## config.mk

```make
export PLATFORM = sky130hd
export DESIGN_NAME = dcafs_top
export DESIGN_NICKNAME = d
export VERILOG_FILES = /design/src/design/dcafs_buf2.v /design/src/design/dcafs_top.v
export VERILOG_INCLUDE_DIRS = /design/src /design/src/common
export SDC_FILE = /design/constraint.sdc
export NUM_CORES = 1
export LEC_CHECK = 0
export BUFFER_PORTS_ARGS = -buffer_cell sky130_fd_sc_hd__buf_2
export CORE_ASPECT_RATIO = 0.75
export CORE_MARGIN = 4
export CORE_UTILIZATION = 48
export DETAILED_ROUTE_END_ITERATION = 16
export GPL_TIMING_DRIVEN = 0
export PLACE_DENSITY = 0.66
export SLEW_MARGIN = 20
export SYNTH_ARGS = -nofsm -noshare
export SYNTH_HDL_FRONTEND = slang
export SYNTH_HIERARCHICAL = 1
export SYNTH_SLANG_ARGS = --single-unit
export TNS_END_PERCENT = 20
```

## constraint.sdc

```tcl
create_clock -name CORE_CLK_IN -period 2.6 [get_ports CORE_CLK_IN]
set_clock_uncertainty 0.15 [all_clocks]
set_input_delay 0.13 -clock CORE_CLK_IN [delete_from_list [all_inputs] [get_ports CORE_CLK_IN]]
set_output_delay 0.13 -clock CORE_CLK_IN [all_outputs]
set_load 0.1 [all_outputs]
```

## src/common/dcafs_defs.vh

```
`ifndef DCAFS_DEFS_VH
`define DCAFS_DEFS_VH
// Cycle slots within one conversion (serial clock count, 0 based)
`define DCAFS_SLOTS_PER_CONV   5'd16
`define DCAFS_TRACK_CYCLES     4'd3
`define DCAFS_HOLD_EDGE        4'd3
`define DCAFS_FIRST_DATA_SLOT  4'd4
`define DCAFS_CMD_BITS         4'd8
// Command byte field positions
`define DCAFS_CMD_CH_BIT       3
`define DCAFS_CMD_BAD_BIT      4
// Channel codes
`define DCAFS_CH_A             1'b0
`define DCAFS_CH_B             1'b1
// Result width
`define DCAFS_RES_BITS         12
`define DCAFS_RES_MSB          11
// Buffer depth
`define DCAFS_BUF_DEPTH        2
`endif

```

## src/design/dcafs_buf2.v

```verilog
`timescale 1ns/10ps
// Two entry buffer between converter core and shifter
module dcafs_buf2 #(
	parameter WIDTH = 13
) (
	input  wire             clk_in,
	input  wire             rst_n_in,
	input  wire             in_valid_in,
	output wire             in_ready_out,
	input  wire [WIDTH-1:0] in_data_in,
	output wire             out_valid_out,
	input  wire             out_ready_in,
	output wire [WIDTH-1:0] out_data_out
);
	reg [WIDTH-1:0] mem_reg [0:1]; // Storage flip-flops
	reg             wr_ptr_reg;    // Write index
	reg             rd_ptr_reg;    // Read index
	reg [1:0]       count_reg;     // Fill level
	wire            push;
	wire            pop;

	assign in_ready_out  = (count_reg != 2'd2);
	assign out_valid_out = (count_reg != 2'd0);
	assign out_data_out  = mem_reg[rd_ptr_reg];
	assign push          = in_valid_in & in_ready_out;
	assign pop           = out_valid_out & out_ready_in;

	////////////////////////////////////////////////////////////////////
	// Pointers and level
	always @(posedge clk_in or negedge rst_n_in) begin
		if (!rst_n_in) begin
			wr_ptr_reg <= 1'b0;
			rd_ptr_reg <= 1'b0;
			count_reg  <= 2'd0;
		end else begin
			if (push) begin
				wr_ptr_reg <= ~wr_ptr_reg;
			end
			if (pop) begin
				rd_ptr_reg <= ~rd_ptr_reg;
			end
			// Simultaneous push and pop keeps the level
			count_reg <= count_reg + {1'b0, push} - {1'b0, pop};
		end
	end

	// Data store has no reset; valid gates it
	always @(posedge clk_in) begin
		if (push) begin
			mem_reg[wr_ptr_reg] <= in_data_in;
		end
	end
endmodule // dcafs_buf2

```

## src/design/dcafs_top.v

```verilog
// What this block does
// - Track selected input first three clocks
// - Hold and convert clocks four to sixteen
// - Freeze sample at fourth falling edge
// - Work only while frame select low
// - Shift result out during each conversion
// - Command selects channel for next conversion
// - Sixteen clocks between conversion starts
// - Route at most one of two inputs, following tracking one core clock late
// - Result line high impedance when deselected
// - MSB first, starting fifth clock
// - Capture command on first eight rises
// - Channel in bit three, bit four flags illegal, default A
`timescale 1ns/10ps
`include "dcafs_defs.vh"
module dcafs_top (
	input  wire        CORE_CLK_IN,       // 10 MHz core clock
	input  wire        RST_N_IN,          // Async reset, active low
	input  wire        SER_CLK_IN,        // Host serial clock pin
	input  wire        FRAME_SEL_N_IN,    // Frame select, active low
	input  wire        CMD_DATA_IN,       // Serial command pin
	input  wire [11:0] CONV_RESULT_IN,    // Quantiser result word
	output reg         RESULT_DATA_OUT,   // Serial result line
	output reg         RESULT_OE_OUT,     // Result line drive enable
	output reg         TRACK_OUT,         // Sampler tracking
	output reg         HOLD_STROBE_OUT,   // Sample frozen, one pulse
	output reg         SEL_INPUT_A_OUT,   // Route analog_input_a
	output reg         SEL_INPUT_B_OUT,   // Route analog_input_b
	output reg         CMD_BAD_OUT        // Illegal code seen
);
	////////////////////////////////////////////////////////////////////
	// Pin synchronisers
	reg  [1:0]  sclk_sync_reg;   // Serial clock stages
	reg  [1:0]  fsel_sync_reg;   // Frame select stages
	reg  [1:0]  din_sync_reg;    // Command data stages
	reg         sclk_last_reg;   // Previous synced clock
	reg         fsel_last_reg;   // Previous synced frame select
	reg  [3:0]  cycle_reg;       // Clock slot in conversion
	reg         first_fall_reg;  // Waiting first fall of frame
	reg  [3:0]  rise_cnt_reg;    // Rising edges in conversion
	reg  [7:0]  cmd_shift_reg;   // Incoming command byte
	reg         next_ch_reg;     // Channel for next conversion
	reg         cur_ch_reg;      // Channel now tracked
	reg  [11:0] out_shift_reg;   // Outgoing result bits
	reg         bad_reg;         // Illegal bit for next conv
	wire        sclk_s;
	wire        fsel_n_s;
	wire        sclk_rise;
	wire        sclk_fall;
	wire        in_frame;
	// Buffer wiring
	reg         buf_push_reg;    // Push request to buffer
	reg  [12:0] buf_in_reg;      // Result plus bad flag
	wire        buf_in_ready;
	wire        buf_out_valid;
	wire [12:0] buf_out_data;
	wire        buf_pop;

	assign sclk_s    = sclk_sync_reg[1];
	assign fsel_n_s  = fsel_sync_reg[1];
	assign in_frame  = ~fsel_n_s;
	assign sclk_rise = in_frame & sclk_s & ~sclk_last_reg;
	// Frame opening with the clock resting low counts as the first fall
	assign sclk_fall = in_frame & ~sclk_s & (sclk_last_reg | fsel_last_reg);

	// Two flops per pin; only the second stage is read
	always @(posedge CORE_CLK_IN or negedge RST_N_IN) begin
		if (!RST_N_IN) begin
			sclk_sync_reg <= 2'b00;
			fsel_sync_reg <= 2'b11;
			din_sync_reg  <= 2'b00;
			sclk_last_reg <= 1'b0;
			fsel_last_reg <= 1'b1;
		end else begin
			sclk_sync_reg <= {sclk_sync_reg[0], SER_CLK_IN};
			fsel_sync_reg <= {fsel_sync_reg[0], FRAME_SEL_N_IN};
			din_sync_reg  <= {din_sync_reg[0], CMD_DATA_IN};
			sclk_last_reg <= sclk_s;
			fsel_last_reg <= fsel_n_s;
		end
	end

	////////////////////////////////////////////////////////////////////
	// Cycle counter; a cycle starts at a falling clock edge
	// Clock gated off outside the frame, so the first fall of
	// a frame begins slot 0 whatever level the clock rested at.
	always @(posedge CORE_CLK_IN or negedge RST_N_IN) begin
		if (!RST_N_IN) begin
			cycle_reg      <= 4'd0;
			first_fall_reg <= 1'b1;
			rise_cnt_reg   <= 4'd0;
		end else if (!in_frame) begin
			cycle_reg      <= 4'd0;
			first_fall_reg <= 1'b1;
			rise_cnt_reg   <= 4'd0;
		end else begin
			if (sclk_fall) begin
				first_fall_reg <= 1'b0;
				if (first_fall_reg) begin
					cycle_reg <= 4'd0;
				end else begin
					// Wraps at sixteen: back to back tracking
					cycle_reg <= cycle_reg + 4'd1;
				end
			end
			if (sclk_rise) begin
				if (rise_cnt_reg == 4'd15) begin
					rise_cnt_reg <= 4'd0;
				end else begin
					rise_cnt_reg <= rise_cnt_reg + 4'd1;
				end
			end
		end
	end

	////////////////////////////////////////////////////////////////////
	// Command capture on the first eight rising edges
	always @(posedge CORE_CLK_IN or negedge RST_N_IN) begin
		if (!RST_N_IN) begin
			cmd_shift_reg <= 8'h00;
			next_ch_reg   <= `DCAFS_CH_A;
			bad_reg       <= 1'b0;
		end else if (sclk_rise) begin
			if (rise_cnt_reg < `DCAFS_CMD_BITS) begin
				cmd_shift_reg <= {cmd_shift_reg[6:0],
					din_sync_reg[1]};
			end
			// Eighth bit in: latch channel for the next conversion
			if (rise_cnt_reg == (`DCAFS_CMD_BITS - 4'd1)) begin
				next_ch_reg <= cmd_shift_reg[`DCAFS_CMD_CH_BIT - 1];
				bad_reg     <= cmd_shift_reg[`DCAFS_CMD_BAD_BIT - 1];
			end
		end
	end

	////////////////////////////////////////////////////////////////////
	// Track, hold and mux control
	always @(posedge CORE_CLK_IN or negedge RST_N_IN) begin
		if (!RST_N_IN) begin
			TRACK_OUT       <= 1'b0;
			HOLD_STROBE_OUT <= 1'b0;
			cur_ch_reg      <= `DCAFS_CH_A;
			SEL_INPUT_A_OUT <= 1'b0;
			SEL_INPUT_B_OUT <= 1'b0;
		end else begin
			HOLD_STROBE_OUT <= 1'b0;
			if (!in_frame) begin
				TRACK_OUT <= 1'b0;
			end else if (sclk_fall) begin
				if (first_fall_reg || cycle_reg == 4'd15) begin
					// New conversion: take channel chosen last time
					TRACK_OUT  <= 1'b1;
					cur_ch_reg <= next_ch_reg;
				end else if (cycle_reg == `DCAFS_HOLD_EDGE - 4'd1) begin
					// Fourth falling edge ends tracking
					TRACK_OUT       <= 1'b0;
					HOLD_STROBE_OUT <= 1'b1;
				end
			end
			// One switch only, registered from TRACK_OUT so it follows tracking one core clock late
			SEL_INPUT_A_OUT <= TRACK_OUT & (cur_ch_reg == `DCAFS_CH_A);
			SEL_INPUT_B_OUT <= TRACK_OUT & (cur_ch_reg == `DCAFS_CH_B);
		end
	end

	////////////////////////////////////////////////////////////////////
	// Result into buffer at hold; buffer drains at next slot 4
	always @(posedge CORE_CLK_IN or negedge RST_N_IN) begin
		if (!RST_N_IN) begin
			buf_push_reg <= 1'b0;
			buf_in_reg   <= 13'h0000;
		end else begin
			if (buf_push_reg && buf_in_ready) begin
				buf_push_reg <= 1'b0;
			end
			if (HOLD_STROBE_OUT) begin
				buf_push_reg <= 1'b1;
				buf_in_reg   <= {bad_reg, CONV_RESULT_IN};
			end
		end
	end

	// Pop as the data slot opens; a stale word is dropped on frame end
	assign buf_pop = (sclk_fall && cycle_reg == `DCAFS_FIRST_DATA_SLOT - 4'd1)
		|| (!in_frame && buf_out_valid);

	dcafs_buf2 #(
		.WIDTH (13)
	) u_buf (
		.clk_in        (CORE_CLK_IN),
		.rst_n_in      (RST_N_IN),
		.in_valid_in   (buf_push_reg),
		.in_ready_out  (buf_in_ready),
		.in_data_in    (buf_in_reg),
		.out_valid_out (buf_out_valid),
		.out_ready_in  (buf_pop),
		.out_data_out  (buf_out_data)
	);

	////////////////////////////////////////////////////////////////////
	// Serial result shifter, changes on falling edges
	always @(posedge CORE_CLK_IN or negedge RST_N_IN) begin
		if (!RST_N_IN) begin
			out_shift_reg   <= 12'h000;
			RESULT_DATA_OUT <= 1'b0;
			RESULT_OE_OUT   <= 1'b0;
			CMD_BAD_OUT     <= 1'b0;
		end else begin
			RESULT_OE_OUT <= in_frame;
			if (!in_frame) begin
				RESULT_DATA_OUT <= 1'b0;
			end else if (sclk_fall) begin
				if (cycle_reg == `DCAFS_FIRST_DATA_SLOT - 4'd1) begin
					// Fifth clock: MSB, from buffer if ready
					if (buf_out_valid) begin
						RESULT_DATA_OUT <= buf_out_data[`DCAFS_RES_MSB];
						out_shift_reg   <= {buf_out_data[10:0], 1'b0};
						CMD_BAD_OUT     <= buf_out_data[12];
					end else begin
						RESULT_DATA_OUT <= 1'b0;
						out_shift_reg   <= 12'h000;
					end
				end else if (cycle_reg >= `DCAFS_FIRST_DATA_SLOT &&
					cycle_reg != 4'd15) begin
					RESULT_DATA_OUT <= out_shift_reg[`DCAFS_RES_MSB];
					out_shift_reg   <= {out_shift_reg[10:0], 1'b0};
				end else begin
					// Leading slots 0 to 3, before the MSB, send zero
					RESULT_DATA_OUT <= 1'b0;
				end
			end
		end
	end
	// Host side duty partial conversions are simply abandoned
endmodule // dcafs_top

```

==> impl_metrics.csv <==
group,metric,value,unit
clocking,worstSkewPairLatency,0.35,ns
layout,area_growth,16.6,%
drt,avgRoutedWirePerCell,14.5,um
global_routing,grt_first_pass_wirelength,10200,um
timing,fin_crit_sh,92.3,%
power,swShare,24.2,%
critical_path,rrSetupSlack,0.20,ns
power,p_per_area,583,mW/mm2
clocking,h-tree-depth,3,
global_routing,antenna_found_initial,0,
power,switchingPower,0.591,mW
global_routing,grt_pass1_vias,1991,
yosys,ys_seq_elements,86,
timing,rsz0062_at_grt,"no",
yosys,syn_nets,265,
drt,drt_wl_total,5820,um
yosys,syn_area,0.00359,mm2
global_routing,grt.overflow.total,0,
clocking,cts_root_buf,"clkbuf_8",
yosys,yosys.cell_types.count,46,
power,clkPwrFrac,34.3,%
clocking,clockBufferDepth,2,
drt,vias,1950,
critical_path,endpoint_kind,"register",
critical_path,critPathBufInv,2,
critical_path,crit_chain,"ha_2, nor3b_4, buf_6, nand3b_1, nand2_1, and2_4, ha_1, inv_1, ha_1, xnor2_1, xnor2_1",
power,seq_power_share,59.7,%
layout,drive_above_1_share,28.8,%
timing,hold_viol,0,
floorplanning,core_area,0.00730,mm2
layout,final_util,57.3,%
floorplanning,die_height,82.9,um
timing,tns,0,ns
job,max_cap_viol_count,0,
placement,post-dp-hpwl,3700,um
floorplanning,die-area,0.00894,mm2
power,peakVddDrop,0.322,mV
power,total_leakage_power,1.89,nW
yosys,seq_area_frac_synth,63.7,%
worst_hold_path,hold_path_startpoint,"din_sync_reg[0]$_DFF_PN0_",
placement,port_buffers,23,
drt,final_antenna_net_count,0,
critical_path,r2r_start,"cycle_reg[0]$_DFFE_PN0P_",
placement,place_congestion,0.724,
power,power_frac_comb,6.0,%
timing,final.min_clock_period,2.40,ns
yosys,synth_edf_count,26,
yosys,async_reset_ff_share,69.8,%
yosys,postSynthCellCount,243,
critical_path,required,2.72,ns
drt,drtPass1Iterations,4,
critical_path,start_kind,"register",
worst_hold_path,min_to,"din_sync_reg[1]$_DFF_PN0_",
yosys,yosys_warnings,6,
layout,fin_nets,316,
floorplanning,initial_utilization,49.2,%
floorplanning,chipWidth,108,um
clocking,cts_tree,"built",
floorplanning,ioPinCount,24,
yosys,synth.avg_cell_area,14.8,um2
clocking,cts_sinks,86,
critical_path,cp_max_fo,10,
critical_path,slowest_stage,"dfrtp_1",
drt,drt_iter0_markers,113,
yosys,synth_flop_cell,"dfrtp_1",
worst_hold_path,min_path_cells,0,
critical_path,worstRegToRegCells,11,
timing,slew_headroom,50.1,%
timing,setup-violations-final,0,
timing,tightest_slew,0.748,ns
timing,drv_slew,0,
clocking,cts_made_buffers,9,
clocking,clkTransAtPathRegs,0.09,ns
drt,drc_errors,0,
critical_path,critPathKind,"reg2reg",
power,internal-power,1.85,mW
global_routing,grtUsageTotal,14.8,%
layout,antenna_cells,0,
placement,dp_cells,367,
worst_hold_path,hp-class,"reg2reg",
layout,fill_cells,624,
critical_path,r2r-end,"u_buf/count_reg[1]$_DFF_PN0_",
floorplanning,rows,27,
layout,largest_reg_flops,26,
timing,fmax,0.417,GHz
global_routing,grt_max_degree,61,
critical_path,slowest_delay,0.44,ns
layout,fin_cells,400,
status,status,"completed",
drt,vias_per_cell,4.88,
critical_path,path_delay_family,"adder cells",
critical_path,arrival,2.52,ns
-- worst max path at each step --
stage	startpoint	depth (start not counted)	to	slack, ns
after global placement	cycle_reg[0]$_DFFE_PN0P_	11	u_buf/count_reg[1]$_DFF_PN0_	0.15
final	cycle_reg[0]$_DFFE_PN0P_	11	u_buf/count_reg[1]$_DFF_PN0_	0.20
after CTS	cycle_reg[0]$_DFFE_PN0P_	11	u_buf/count_reg[1]$_DFF_PN0_	0.12
after detailed placement	sclk_last_reg$_DFF_PN0_	10	u_buf/count_reg[1]$_DFF_PN0_	0.14
after global routing	cycle_reg[0]$_DFFE_PN0P_	11	u_buf/count_reg[1]$_DFF_PN0_	0.003
after floorplan	cycle_reg[0]$_DFFE_PN0P_	11	u_buf/count_reg[1]$_DFF_PN0_	0.39
-- cell usage in the layout, fill, tap and decap left out, types with 8 or more instances in the layout --
cell            n
mux2_1         13
clkbuf_8        9
nand2_1        14
mux2i_1        15
inv_1          11
edfxtp_1       26
dlygate4sd3_1  16
dfrtp_1        56
a21oi_1         8
buf_2          23
mux2_2         22
-- repair_timing --
item,4_1_cts,5_1_grt
gates resized for setup,0,1
hold buffers,16,0
endpoints found under the hold margin,71,0
buffers inserted,0,2
endpoints found under the setup margin,0,1
-- through the flow --
step / setup WS [ns] / instance area, um2 / hold slack (ns) / total power, mW
finish: 0.200 / 4180 / 0.205 / 2.44
floorplan: 0.391 / 3590 / -0.316 / 1.56
global placement: 0.150 / 3830 / 0.0853 / 1.61
CTS: 0.118 / 4170 / 0.206 / 2.47
global route: 0.00316 / 4180 / 0.218 / 2.55
detailed placement: 0.138 / 3830 / 0.0865 / 1.62
-- cell usage after synthesis, types with 2 or more instances --
cell type   n  area, um2
dfrtp_1    56       1400
xnor2_1     4       35.0
or3_1       3       18.8
a21oi_1     8       40.0
ha_1        5       62.6
o21ai_0     4       20.0
nor3_1      2       10.0
mux2_1     13        146
inv_1      11       41.3
buf_6       3       33.8
nand3b_1    2       15.0
a31oi_1     2       12.5
nand2b_1    2       12.5
nor2_1      5       18.8
mux2_4      5       75.1
mux2i_1    15        150
nand3_1     2       10.0
and3_1      4       25.0
clkbuf_1    4       15.0
dfstp_2     4        105
nand2_1    14       52.6
and2_1      5       31.3
edfxtp_1   26        781
mux2_2     22        248
-- cell families (layout without fill, tap and decap cells) --
logic type      after synthesis  after routing  synth area share (%)
compound gates               20             20                  3.77
xor+xnor                      5              5                  1.22
fa+ha+maj                     5              5                  1.74
buf+inv                      20             76                  2.86
flops                        86             86                  63.7
mux                          55             55                  17.3
simple gates                 52             52                  9.41
-- power groups by stage --
stage          logic [mW]  clock network (mW)  registers, mW
2_1_floorplan      0.0551                   0           1.51
3_3_place_gp        0.129                   0           1.48
3_5_place_dp        0.132                   0           1.48
4_1_cts             0.150               0.868           1.46
5_1_grt             0.165               0.926           1.46
6_report            0.147               0.836           1.46
-- per-layer routing --
metal  up-vias  GRT usage (%)  wire length, um
li1        970              -                -
met1       947           22.0             2980
met2        28           20.7             2560
met3         5           4.43              198
met4         0           5.16               83
met5         -              0                0
-- area by class of cell --
class | count | area, um2 | share of cell area (%)
Sequential cell | 86 | 2290 | 54.7
Multi-Input combinational cell | 137 | 1200 | 28.8
Timing Repair Buffer | 41 | 293 | 7.00
Clock buffer | 10 | 128 | 3.05
Tap cell | 101 | 126 | 3.02
Buffer | 8 | 57.6 | 1.38
Clock inverter | 6 | 46.3 | 1.11
Inverter | 11 | 41.3 | 0.987
Power figures use the tool's default switching activity.
